## src/inc/remap_defs.svh

```systemverilog
`ifndef REMAP_DEFS_SVH
`define REMAP_DEFS_SVH

// Byte offsets of the selection registers and the status register on the register bus
`define RSB_OFF_SEL13   12'h000
`define RSB_OFF_SEL14   12'h004
`define RSB_OFF_SEL16   12'h00C
`define RSB_OFF_SEL17   12'h010
`define RSB_OFF_STATUS  12'h014

// Selector field positions inside each 16-bit selection register
`define RSB_LO_MSB      5
`define RSB_LO_LSB      0
`define RSB_HI_MSB      13
`define RSB_HI_LSB      8

// Byte lanes that carry the two selector fields
`define RSB_STRB_LO     0
`define RSB_STRB_HI     1

// Reset value of every selector field, and the code meaning no function
`define RSB_SEL_RESET   6'h00
`define RSB_CODE_NONE   6'h00

// Status register layout
`define RSB_STAT_VARIANT_BIT 8

// Remappable pins handled here: 26, 27, 28, 29, 32, 33, 34, 35
`define RSB_NUM_PINS    8
`define RSB_NUM_SLOTS   4
`define RSB_NUM_FUNCS   64

`endif

```

## src/inc/remap_pkg.sv

```systemverilog
package remap_pkg;

   // One six-bit peripheral function code
   typedef logic [5:0] sel_code_t;

   // Field pair held by one selection register
   typedef struct packed {
      sel_code_t hi;
      sel_code_t lo;
   } pair_sel_t;

   // Register selected by the current bus address
   typedef enum logic [2:0] {
      SLOT_13,
      SLOT_14,
      SLOT_16,
      SLOT_17,
      SLOT_STATUS,
      SLOT_NONE
   } reg_slot_t;

endpackage

```

## src/inc/pin_sel_if.sv

```systemverilog
// Selector code going out to one pin multiplexer and its state coming back
interface pin_sel_if;
   remap_pkg::sel_code_t code;
   logic                 pin_level;
   logic                 remapped;

   modport bank (output code, input pin_level, input remapped);
   modport mux  (input code, output pin_level, output remapped);
endinterface

```

## src/hdl/pin_output_mux.sv

```systemverilog
`include "remap_defs.svh"

module pin_output_mux (
   input  wire logic        ref_clk_i,
   input  wire logic        resetn_i,
   input  wire logic [63:0] periph_out_i,
   input  wire logic [63:0] fn_present_i,
   input  wire logic        port_data_i,
   pin_sel_if.mux           sel
);

   logic level;
   logic used;

   // Code in use only if nonzero and the function table defines it
   wire code_used  = (sel.code != `RSB_CODE_NONE) && fn_present_i[sel.code];
   // Peripheral signal when mapped, otherwise the ordinary port latch
   wire next_level = code_used ? periph_out_i[sel.code] : port_data_i;

   // Registered pin drive
   always_ff @(posedge ref_clk_i or negedge resetn_i) begin
      if (!resetn_i) begin
         level <= 1'b0;
         used  <= 1'b0;
      end else begin
         level <= next_level;
         used  <= code_used;
      end
   end

   assign sel.pin_level = level;
   assign sel.remapped  = used;

endmodule

```

## src/hdl/remap_output_select_bank.sv

```systemverilog
// What this block does
// - Upper six-bit field selects the function driving the odd pin of the pair.
// - Lower six-bit field selects the function driving the even pin of the pair.
// - Bits 15-14 and 7-6 ignore writes and read as zero.
// - Sixteenth register upper field, read/write, reset zero, drives pin 33.
// - Sixteenth register lower field, read/write, reset zero, drives pin 32.
// - Seventeenth register fields drive pins 35 and 34, six bits, reset zero.
// - Thirteenth and fourteenth registers and their pins exist only on large packages.
`include "remap_defs.svh"

module remap_output_select_bank #(
   parameter bit LARGE_PACKAGE = 1'b1
) (
   input  wire logic        ref_clk_i,
   input  wire logic        resetn_i,
   input  wire logic        psel_i,
   input  wire logic        penable_i,
   input  wire logic        pwrite_i,
   input  wire logic [11:0] paddr_i,
   input  wire logic [31:0] pwdata_i,
   input  wire logic [3:0]  pstrb_i,
   output logic      [31:0] prdata_o,
   output logic             pready_o,
   output logic             pslverr_o,
   input  wire logic [63:0] periph_out_i,
   input  wire logic [63:0] fn_present_i,
   input  wire logic [7:0]  port_data_i,
   output logic      [7:0]  pin_out_o,
   output logic      [7:0]  pin_remapped_o
);

   // Selector storage for registers 13 and 14, one variable per field
   remap_pkg::sel_code_t sel_13_lo;
   remap_pkg::sel_code_t sel_13_hi;
   remap_pkg::sel_code_t sel_14_lo;
   remap_pkg::sel_code_t sel_14_hi;

   // Selector storage for registers 16 and 17, each field with a single writer
   remap_pkg::sel_code_t sel_16_lo;
   remap_pkg::sel_code_t sel_16_hi;
   remap_pkg::sel_code_t sel_17_lo;
   remap_pkg::sel_code_t sel_17_hi;

   // Registered bus answer
   logic [31:0] rdata_q;
   logic        err_q;

   // Per-pin carriers to the multiplexers
   pin_sel_if pin_if [`RSB_NUM_PINS] ();

   // Status gathered back from the multiplexers
   logic [7:0] remapped_vec;
   logic [7:0] level_vec;

   // Address decode
   remap_pkg::reg_slot_t slot;
   assign slot = (paddr_i == `RSB_OFF_SEL13)  ? remap_pkg::SLOT_13 :
                 (paddr_i == `RSB_OFF_SEL14)  ? remap_pkg::SLOT_14 :
                 (paddr_i == `RSB_OFF_SEL16)  ? remap_pkg::SLOT_16 :
                 (paddr_i == `RSB_OFF_SEL17)  ? remap_pkg::SLOT_17 :
                 (paddr_i == `RSB_OFF_STATUS) ? remap_pkg::SLOT_STATUS :
                                                remap_pkg::SLOT_NONE;

   // Slot index of a selection register, and whether the variant has it
   wire [1:0] slot_idx   = (slot == remap_pkg::SLOT_13) ? 2'h0 :
                           (slot == remap_pkg::SLOT_14) ? 2'h1 :
                           (slot == remap_pkg::SLOT_16) ? 2'h2 : 2'h3;
   wire       is_sel     = (slot == remap_pkg::SLOT_13) || (slot == remap_pkg::SLOT_14) ||
                           (slot == remap_pkg::SLOT_16) || (slot == remap_pkg::SLOT_17);
   wire       big_only   = (slot == remap_pkg::SLOT_13) || (slot == remap_pkg::SLOT_14);
   wire       sel_exists = is_sel && (LARGE_PACKAGE || !big_only);

   // Bus phases
   wire setup_ph  = psel_i && !penable_i;
   wire access_ph = psel_i && penable_i;

   // Errors: missing register, unmapped address, write to status
   wire bad_status_wr = (slot == remap_pkg::SLOT_STATUS) && pwrite_i;
   wire next_err      = !(sel_exists || (slot == remap_pkg::SLOT_STATUS)) || bad_status_wr;

   // Write strobes per field, only in the access phase of a good write
   wire wr_ok  = access_ph && pwrite_i && !err_q;
   wire wr_lo  = wr_ok && pstrb_i[`RSB_STRB_LO];
   wire wr_hi  = wr_ok && pstrb_i[`RSB_STRB_HI];

   // Field values carried by the write data; the unused bits are dropped
   wire [5:0] wdata_lo = pwdata_i[`RSB_LO_MSB:`RSB_LO_LSB];
   wire [5:0] wdata_hi = pwdata_i[`RSB_HI_MSB:`RSB_HI_LSB];

   // Read word of the addressed selection register, gaps read as zero
   remap_pkg::pair_sel_t rd_pair;
   assign rd_pair = (slot_idx == 2'h0) ? {sel_13_hi, sel_13_lo} :
                    (slot_idx == 2'h1) ? {sel_14_hi, sel_14_lo} :
                    (slot_idx == 2'h2) ? {sel_16_hi, sel_16_lo} :
                                         {sel_17_hi, sel_17_lo};
   wire [31:0] sel_word    = {16'h0000, 2'b00, rd_pair.hi, 2'b00, rd_pair.lo};

   // Status word: large-package flag and which pins a peripheral owns
   wire [31:0] status_word = {23'h000000, LARGE_PACKAGE, remapped_vec};

   wire [31:0] next_rdata  = (!setup_ph || pwrite_i || next_err) ? 32'h00000000 :
                             (slot == remap_pkg::SLOT_STATUS)     ? status_word :
                                                                    sel_word;

   // Write hits per selection register; an absent register never matches,
   // so a refused write leaves every field untouched
   wire hit_13 = sel_exists && (slot_idx == 2'h0);
   wire hit_14 = sel_exists && (slot_idx == 2'h1);

   // Registers present on every variant
   wire hit_16 = sel_exists && (slot_idx == 2'h2);
   wire hit_17 = sel_exists && (slot_idx == 2'h3);

   // Register 13 lower field, pin 26
   always_ff @(posedge ref_clk_i or negedge resetn_i) begin
      if (!resetn_i) begin
         sel_13_lo <= `RSB_SEL_RESET;
      end else if (wr_lo && hit_13) begin
         sel_13_lo <= wdata_lo;
      end
   end

   // Register 13 upper field, pin 27
   always_ff @(posedge ref_clk_i or negedge resetn_i) begin
      if (!resetn_i) begin
         sel_13_hi <= `RSB_SEL_RESET;
      end else if (wr_hi && hit_13) begin
         sel_13_hi <= wdata_hi;
      end
   end

   // Register 14 lower field, pin 28
   always_ff @(posedge ref_clk_i or negedge resetn_i) begin
      if (!resetn_i) begin
         sel_14_lo <= `RSB_SEL_RESET;
      end else if (wr_lo && hit_14) begin
         sel_14_lo <= wdata_lo;
      end
   end

   // Register 14 upper field, pin 29
   always_ff @(posedge ref_clk_i or negedge resetn_i) begin
      if (!resetn_i) begin
         sel_14_hi <= `RSB_SEL_RESET;
      end else if (wr_hi && hit_14) begin
         sel_14_hi <= wdata_hi;
      end
   end

   // Register 16 lower field, pin 32
   always_ff @(posedge ref_clk_i or negedge resetn_i) begin
      if (!resetn_i) begin
         sel_16_lo <= `RSB_SEL_RESET;
      end else if (wr_lo && hit_16) begin
         sel_16_lo <= wdata_lo;
      end
   end

   // Register 16 upper field, pin 33
   always_ff @(posedge ref_clk_i or negedge resetn_i) begin
      if (!resetn_i) begin
         sel_16_hi <= `RSB_SEL_RESET;
      end else if (wr_hi && hit_16) begin
         sel_16_hi <= wdata_hi;
      end
   end

   // Register 17 lower field, pin 34
   always_ff @(posedge ref_clk_i or negedge resetn_i) begin
      if (!resetn_i) begin
         sel_17_lo <= `RSB_SEL_RESET;
      end else if (wr_lo && hit_17) begin
         sel_17_lo <= wdata_lo;
      end
   end

   // Register 17 upper field, pin 35
   always_ff @(posedge ref_clk_i or negedge resetn_i) begin
      if (!resetn_i) begin
         sel_17_hi <= `RSB_SEL_RESET;
      end else if (wr_hi && hit_17) begin
         sel_17_hi <= wdata_hi;
      end
   end

   // Answer captured in the setup phase, shown in the access phase
   always_ff @(posedge ref_clk_i or negedge resetn_i) begin
      if (!resetn_i) begin
         rdata_q <= 32'h00000000;
         err_q   <= 1'b0;
      end else if (setup_ph) begin
         rdata_q <= next_rdata;
         err_q   <= next_err;
      end
   end

   // Zero wait states
   assign pready_o  = 1'b1;
   assign pslverr_o = access_ph && err_q;
   assign prdata_o  = rdata_q;

   // Codes for pins 26 to 29; without the large package they stay on
   // ordinary port control, whatever the absent registers would hold
   assign pin_if[0].code = LARGE_PACKAGE ? sel_13_lo : `RSB_CODE_NONE;
   assign pin_if[1].code = LARGE_PACKAGE ? sel_13_hi : `RSB_CODE_NONE;
   assign pin_if[2].code = LARGE_PACKAGE ? sel_14_lo : `RSB_CODE_NONE;
   assign pin_if[3].code = LARGE_PACKAGE ? sel_14_hi : `RSB_CODE_NONE;

   // Codes for pins 32 to 35, present on every variant
   assign pin_if[4].code = sel_16_lo;
   assign pin_if[5].code = sel_16_hi;
   assign pin_if[6].code = sel_17_lo;
   assign pin_if[7].code = sel_17_hi;

   // Status and levels gathered back from the eight multiplexers
   assign remapped_vec = {pin_if[7].remapped, pin_if[6].remapped, pin_if[5].remapped,
                          pin_if[4].remapped, pin_if[3].remapped, pin_if[2].remapped,
                          pin_if[1].remapped, pin_if[0].remapped};
   assign level_vec    = {pin_if[7].pin_level, pin_if[6].pin_level, pin_if[5].pin_level,
                          pin_if[4].pin_level, pin_if[3].pin_level, pin_if[2].pin_level,
                          pin_if[1].pin_level, pin_if[0].pin_level};

   // Pin 26 multiplexer, lower field of register 13
   pin_output_mux u_mux_26 (
      .ref_clk_i    (ref_clk_i),
      .resetn_i     (resetn_i),
      .periph_out_i (periph_out_i),
      .fn_present_i (fn_present_i),
      .port_data_i  (port_data_i[0]),
      .sel          (pin_if[0])
   );

   // Pin 27 multiplexer, upper field of register 13
   pin_output_mux u_mux_27 (
      .ref_clk_i    (ref_clk_i),
      .resetn_i     (resetn_i),
      .periph_out_i (periph_out_i),
      .fn_present_i (fn_present_i),
      .port_data_i  (port_data_i[1]),
      .sel          (pin_if[1])
   );

   // Pin 28 multiplexer, lower field of register 14
   pin_output_mux u_mux_28 (
      .ref_clk_i    (ref_clk_i),
      .resetn_i     (resetn_i),
      .periph_out_i (periph_out_i),
      .fn_present_i (fn_present_i),
      .port_data_i  (port_data_i[2]),
      .sel          (pin_if[2])
   );

   // Pin 29 multiplexer, upper field of register 14
   pin_output_mux u_mux_29 (
      .ref_clk_i    (ref_clk_i),
      .resetn_i     (resetn_i),
      .periph_out_i (periph_out_i),
      .fn_present_i (fn_present_i),
      .port_data_i  (port_data_i[3]),
      .sel          (pin_if[3])
   );

   // Pin 32 multiplexer, lower field of register 16
   pin_output_mux u_mux_32 (
      .ref_clk_i    (ref_clk_i),
      .resetn_i     (resetn_i),
      .periph_out_i (periph_out_i),
      .fn_present_i (fn_present_i),
      .port_data_i  (port_data_i[4]),
      .sel          (pin_if[4])
   );

   // Pin 33 multiplexer, upper field of register 16
   pin_output_mux u_mux_33 (
      .ref_clk_i    (ref_clk_i),
      .resetn_i     (resetn_i),
      .periph_out_i (periph_out_i),
      .fn_present_i (fn_present_i),
      .port_data_i  (port_data_i[5]),
      .sel          (pin_if[5])
   );

   // Pin 34 multiplexer, lower field of register 17
   pin_output_mux u_mux_34 (
      .ref_clk_i    (ref_clk_i),
      .resetn_i     (resetn_i),
      .periph_out_i (periph_out_i),
      .fn_present_i (fn_present_i),
      .port_data_i  (port_data_i[6]),
      .sel          (pin_if[6])
   );

   // Pin 35 multiplexer, upper field of register 17
   pin_output_mux u_mux_35 (
      .ref_clk_i    (ref_clk_i),
      .resetn_i     (resetn_i),
      .periph_out_i (periph_out_i),
      .fn_present_i (fn_present_i),
      .port_data_i  (port_data_i[7]),
      .sel          (pin_if[7])
   );

   // Pin drives come straight from the multiplexer flip-flops
   assign pin_out_o      = level_vec;
   assign pin_remapped_o = remapped_vec;

endmodule

```

## config.mk

```make
export PLATFORM = sky130hd
export DESIGN_NAME = remap_output_select_bank
export DESIGN_NICKNAME = d
export VERILOG_FILES = /design/src/inc/remap_pkg.sv /design/src/inc/pin_sel_if.sv /design/src/hdl/pin_output_mux.sv /design/src/hdl/remap_output_select_bank.sv
export VERILOG_INCLUDE_DIRS = /design/src /design/src/inc
export SDC_FILE = /design/constraint.sdc
export NUM_CORES = 1
export LEC_CHECK = 0
export BUFFER_PORTS_ARGS = -buffer_cell sky130_fd_sc_hd__buf_4
export CAP_MARGIN = 20
export CORE_MARGIN = 8
export CORE_UTILIZATION = 59
export CTS_BUF_LIST = sky130_fd_sc_hd__clkbuf_4 sky130_fd_sc_hd__clkbuf_8 sky130_fd_sc_hd__clkbuf_16
export DETAILED_ROUTE_END_ITERATION = 10
export PLACE_DENSITY = 0.84
export SKIP_LAST_GASP = 1
export SYNTH_ARGS = -nofsm -noshare
export SYNTH_HDL_FRONTEND = slang
export SYNTH_SLANG_ARGS = --single-unit
```

## constraint.sdc

```tcl
create_clock -name ref_clk_i -period 6.91 [get_ports ref_clk_i]
set_input_delay 0.691 -clock ref_clk_i [delete_from_list [all_inputs] [get_ports ref_clk_i]]
set_output_delay 0.691 -clock ref_clk_i [all_outputs]
set_load 0.03 [all_outputs]
```

==> results of run 1 <==
## area by class of cell
| cell class | count | share of cell area, % |
|---|---|---|
| Timing Repair Buffer | 214 | 11.61 |
| Sequential cell | 79 | 14.36 |
| Tap cell | 275 | 2.486 |
| Inverter | 13 | 0.3526 |
| Clock inverter | 6 | 0.5606 |
| Clock buffer | 10 | 1.727 |
| Multi-Input combinational cell | 830 | 68.91 |
## metrics by stage
step | power (W) | cell area (um^2) | worst slack [ns] | hold slack (ns) | utilization [%]
after floorplan | 0.0006690 | 12380 | 4.391 | 0.3954 | -
after global placement | 0.0008586 | 13520 | 3.469 | 0.4630 | 65.15
after detailed placement | 0.0008681 | 13520 | 3.361 | 0.4772 | 65.15
after CTS | 0.001377 | 13840 | 3.687 | 0.2697 | 66.67
after global routing | 0.001427 | 13840 | 3.507 | 0.2881 | 66.67
final | 0.001392 | 13840 | 3.574 | 0.2603 | 66.67
## Yosys cell counts (12+ instances only)
cell / count
nand2b_1: 13
clkbuf_1: 53
a21oi_1: 40
a211oi_1: 15
buf_2: 29
nor2_1: 32
o21ai_0: 39
mux4_2: 227
nand3_1: 19
buf_4: 49
nand2_1: 67
nor3_1: 14
inv_1: 12
nor2b_1: 27
dfrtp_1: 79
mux2i_1: 92
a22oi_1: 38
mux2_2: 56
## power by group through the flow
stage                     sequential, W  clock [W]  combinational, W
final                          0.000471   0.000514          0.000407
after global routing           0.000471   0.000536          0.000419
after CTS                      0.000471   0.000516          0.000390
after detailed placement       0.000480          0          0.000388
after global placement         0.000480          0          0.000379
after floorplan                0.000478          0          0.000191
## critical path: cells and delay by family (launching register included)
kind	cells	cell delay, ns
multiplexers	4	1.12
AO/OA/AOI/OAI	1	0.85
flip-flops	1	0.60
buffers and inverters	1	0.54
AND/OR/NAND/NOR	1	0.09
## routing by layer
metal | share of wire (%) | global-route usage (%) | vias to the layer above
li1 | - | - | 4534
met1 | 32 | 46.39 | 5708
met2 | 43 | 54.91 | 1307
met3 | 17 | 15.10 | 334
met4 | 7.4 | 21.54 | 4
met5 | 0.26 | 3.353 | -
## final timing paths
path | start | endpoint | slack (ns) | cells past startpoint
worst max register to register | pin_if[0].code[0] | u_mux_26.sel.pin_level | 3.57 | 7
max in group asynchronous | resetn_i | pin_if[6].code[0] | 5.63 | 2
worst min-delay path | resetn_i | prdata_o[9] | 0.26 | 1
min in group ref_clk_i | prdata_o[2] | prdata_o[2] | 0.49 | 2
worst min register to register | prdata_o[2] | prdata_o[2] | 0.49 | 2
worst max-delay path | pin_if[0].code[0] | u_mux_26.sel.pin_level | 3.57 | 7
## cells by family after synthesis
group,after synthesis,synth area share (%)
AND/OR/NAND/NOR,220,9.415
multiplexers,384,55.92
other,2,0.06096
AO/OA/AOI/OAI,207,11.49
flip-flops,79,16.05
buffers and inverters,157,7.069
==> flow_summary_export.csv, run 1 <==
group,metric,value,unit
status,status,"finished clean",
power_and_ir_drop,net-switching-power,0.0004392,W
layout,fill_cells,1581,
layout,multi_input_area,9535,um^2
clock_tree,cts_tree,"yes",
floorplanning,die_h,160.5,um
clock_tree,clockBufferDepth,2,
floorplanning,fp-row-count,53,
floorplanning,pin_count,239,
routing,avgRoutedWirePerCell,34.46,um
layout,final_nets,1336,
sta,final_hold_viol_count,0,
worst_setup_path,cp_slowest_cell,"o41ai_1",
clock_tree,cts.clk_slew.worst_paths,0.07,ns
routing,antenna_left,0,
layout,fin_cells,1427,
worst_setup_path,worst_ep_arrival_time,3.58,ns
routing,drt-total-wl,49.18,mm
sta,finalCritPeriodShare,48.28,%
clock_tree,clockRootBuffer,"clkbuf_16",
sta,slew_headroom,18.04,%
layout,final_layout_size_suffix_gt1_share,45.92,%
hold_path,timing.hold.worst.class,"in -> async",
placed_design,dp_hpwl,35.11,mm
placed_design,dp_cells,1411,
clock_tree,post_cts_resized,0,
yosys,synth_top_area_share,41.50,%
power_and_ir_drop,power.density,100.6,nW/um^2
global_routing,antenna_found_initial,1,
sta,finalSetupViolCount,0,
yosys,synth.distinct_cells,64,
routing,drt_iter0_drc,2231,
yosys,synthCells,1049,
sta,worst-slew-pin-transition,1.229,ns
sta,fmax,299.7,MHz
yosys,synth-edff-count,0,
layout,layout_commonest_cell,"mux4_2",
routing,first_pass_iters,6,
yosys,avgSynthCellArea,11.74,um^2
job,max_cap_violations,0,
floorplanning,dieArea,25760,um^2
floorplanning,design.core.area,20760,um^2
placed_design,port_buffers,197,
yosys,ys_warn_count,0,
global_routing,grt_pass1_wl,73.48,mm
floorplanning,initial_utilization,59.35,%
power_and_ir_drop,intPower,0.0009528,W
power_and_ir_drop,p_comb_share,29.2,%
worst_setup_path,crit_top_cell,"mux2i_1",
layout,largest_register_ffs,48,
routing,vias_per_cell,8.330,
global_routing,track_usage,37.58,%
yosys,synth_top_area_cell,"mux4_2",
power_and_ir_drop,vdd_drop_max,0.1015,mV
clock_tree,htreeDepth,3,
layout,seqCellArea,1987,um^2
sta,clock_skew,0.007782,ns
clock_tree,numCtsBuffers,9,
power_and_ir_drop,p_sw_share,31.55,%
sta,min_period,3.336,ns
power_and_ir_drop,p_leak,4.934,nW
yosys,synth_area,12320,um^2
global_routing,grt.overflow.total,0,
yosys,synth.ff_latch_count,79,
worst_setup_path,crit_path_start_kind,"register",
floorplanning,fp.dieW,160.5,um
routing,drc,0,
worst_setup_path,max_stage_delay,0.85,ns
power_and_ir_drop,pwr-share-seq,33.9,%
yosys,synth_seq_area_share,16.05,%
layout,final_cell_mix,"227 x mux4_2, 214 x buf_4, 92 x mux2i_1",
yosys,synth.area.top_cells,"mux4_2 41%, dfrtp_1 16%, mux2i_1 7.5%, mux2_2 5.1%, buf_4 3.0%",
sta,tns,0,ns
worst_setup_path,setup.worst_path.class,"reg -> reg",
power_and_ir_drop,p_clk_share,36.9,%
clock_tree,clock_latency,0.36,ns
yosys,postSynth.asyncResetShare,100.0,%
yosys,synth_ff_type,"dfrtp_1",
worst_setup_path,required,7.15,ns
global_routing,grt_pass1_vias,11735,
layout,layout-area-overhead-vs-synth,12.33,%
sta,rsz0062_at_grt,"false",
worst_setup_path,crit_chain,"buf_4 -> mux4_2 -> mux2i_1 -> mux2i_1 -> nor2_1 -> o41ai_1 -> mux2_2",
worst_setup_path,critPathCaptureType,"register",
clock_tree,cts_setup_buffers,0,
placed_design,gp_congestion,1.064,
routing,num_vias,11887,
clock_tree,cts-hold-fix-buffers,0,
sta,final_max_slew_viol_count,0,
global_routing,grt_max_degree,50,
worst_setup_path,crit_fanout,27,
layout,insertedDiodeCount,0,
clock_tree,cts_sinks,79,
Note: power is estimated with default switching activity, not from simulation.
==> run 2: changes to the inputs <==
CORE_UTILIZATION = 53   (was 59)
PLACE_DENSITY = 0.8   (was 0.84)
clock period = 2.69 ns   (was 6.91 ns; I/O delays follow)
==> run 2 against run 1 <==
  * Clock power is 140% higher
  * Via count up 0.69%
  * Highest routed layer is now met4
  * Sequential cell count stayed put
  * Wire length grew 5.2%
  * Cell count grew 5.4%
==> flow_summary_export.csv, run 2 (synthesis results as in run 1) <==
group,metric,value,unit
status,status,"finished clean",
routing,drt-total-wl,51.74,mm
global_routing,grt.overflow.total,0,
worst_setup_path,setup.worst_path.class,"reg -> reg",
floorplanning,pin_count,239,
sta,final_max_slew_viol_count,0,
power_and_ir_drop,net-switching-power,0.001193,W
sta,finalCritPeriodShare,96.75,%
global_routing,grt_pass1_wl,75.73,mm
power_and_ir_drop,p_sw_share,33.61,%
worst_setup_path,critPathCaptureType,"register",
sta,fmax,384.2,MHz
power_and_ir_drop,p_total,0.003549,W
routing,avgRoutedWirePerCell,34.40,um
layout,fill_cells,1764,
clock_tree,cts_sinks,79,
clock_tree,clockRootBuffer,"clkbuf_16",
clock_tree,htreeDepth,3,
worst_setup_path,crit_path_start_kind,"register",
power_and_ir_drop,p_comb_share,31.0,%
routing,num_vias,11969,
routing,drt_iter0_drc,1922,
job,max_cap_violations,0,
layout,fin_area,14500,um^2
clock_tree,cts.clk_slew.worst_paths,0.07,ns
power_and_ir_drop,p_clk_share,34.9,%
power_and_ir_drop,pwr-share-seq,34.1,%
placed_design,dp_cells,1485,
global_routing,antenna_found_initial,0,
layout,layout-area-overhead-vs-synth,17.72,%
layout,layout_commonest_cell,"buf_4",
sta,worst-slew-pin-transition,0.7660,ns
floorplanning,dieArea,28380,um^2
sta,final_hold_viol_count,0,
layout,final_core_util,63.86,%
clock_tree,numCtsBuffers,9,
placed_design,dp_hpwl,38.50,mm
clock_tree,clock_latency,0.35,ns
clock_tree,cts_tree,"yes",
power_and_ir_drop,p_leak,5.310,nW
floorplanning,die_h,168.5,um
sta,finalSetupViolCount,0,
layout,largest_register_ffs,48,
worst_setup_path,crit_fanout,13,
global_routing,grt_max_degree,43,
floorplanning,design.core.area,22710,um^2
hold_path,timing.hold.worst.class,"in -> reg",
layout,final_layout_size_suffix_gt1_share,48.89,%
routing,first_pass_iters,6,
layout,final_cell_mix,"267 x buf_4, 227 x mux4_2, 92 x mux2i_1",
layout,insertedDiodeCount,0,
placed_design,placed_area,14180,um^2
placed_design,gp_congestion,1.043,
sta,rsz0062_at_grt,"false",
global_routing,track_usage,35.78,%
worst_setup_path,worst_ep_arrival_time,2.84,ns
power_and_ir_drop,intPower,0.002356,W
sta,min_period,2.603,ns
layout,fin_cells,1504,
sta,slew_headroom,48.39,%
routing,antenna_left,0,
power_and_ir_drop,vdd_drop_max,0.2637,mV
clock_tree,clockBufferDepth,2,
routing,drc,0,
placed_design,port_buffers,197,
routing,vias_per_cell,7.958,
sta,tns,0,ns
floorplanning,fp.dieW,168.5,um
floorplanning,fp-row-count,55,
floorplanning,initial_utilization,54.25,%
worst_setup_path,required,2.93,ns
sta,clock_skew,0.009630,ns
global_routing,grt_pass1_vias,11992,
power_and_ir_drop,power.density,244.7,nW/um^2
layout,final_nets,1403,
run 2: cell types whose count changed in the layout (fill, tap and decap cells not counted), sizes merged:
cell	delta
buf	+66
bufinv	-1
clkinv	+1
dlygate4sd3	+1
run 2: power groups by stage:
stage	combinational (W)	clock, W	sequential [W]
floorplan	0.000490	0	0.00123
global placement	0.00103	0	0.00123
detailed placement	0.00105	0	0.00123
CTS	0.00105	0.00125	0.00121
global route	0.00112	0.00130	0.00121
finish	0.00110	0.00124	0.00121
run 2: layout make-up:
type / instances / area [um^2] / share of cell area [%]
inverters: 13 / 48.80 / 0.3365
multi-input cells: 830 / 9540 / 65.78
flip-flops and latches: 79 / 1992 / 13.73
clock buffers: 10 / 239.0 / 1.648
well taps: 285 / 356.6 / 2.459
repair buffers: 281 / 2275 / 15.68
clock inverters: 6 / 51.30 / 0.3537
run 2: final timing paths:
kind,start,to,slack (ns),cells past startpoint
worst min-delay path,pwrite_i,prdata_o[0],0.14,2
worst max-delay path,pin_if[3].code[0],u_mux_29.sel.pin_level,0.09,7
min in group asynchronous,resetn_i,u_mux_33.sel.remapped,0.43,2
worst max register to register,pin_if[3].code[0],u_mux_29.sel.pin_level,0.09,7
max in group asynchronous,resetn_i,pin_if[6].code[0],1.62,3
worst min register to register,prdata_o[0],prdata_o[0],0.48,2
run 2: critical path, stage by stage (launching register included):
cell and delay (ns):
dfrtp_4 0.56, buf_4 0.23, mux4_2 0.52, a22oi_1 0.23
a21oi_1 0.11, o21ai_0 0.15, o21ai_0 0.31, mux2_2 0.38
run 2: what timing repair did:
item	in CTS	in global routing
hold endpoints to repair	37	0
setup endpoints to repair	0	3
hold buffers	1	0
buffers inserted	0	2
resized for setup	0	4
run 2: routing by layer:
metal	routed length, um	GRT usage (%)
met3	8335	12.40
met4	3169	18.09
met2	22580	53.78
met5	0	0
met1	17660	45.42
run 2: metrics by stage:
step           hold slack [ns]  setup WS (ns)
5_1_grt                 0.1440        0.01636
3_5_place_dp            0.2757        0.05515
6_report                0.1423        0.08731
3_3_place_gp            0.2695        0.09485
2_1_floorplan         -0.02659         0.2726
4_1_cts                 0.1357        0.04191
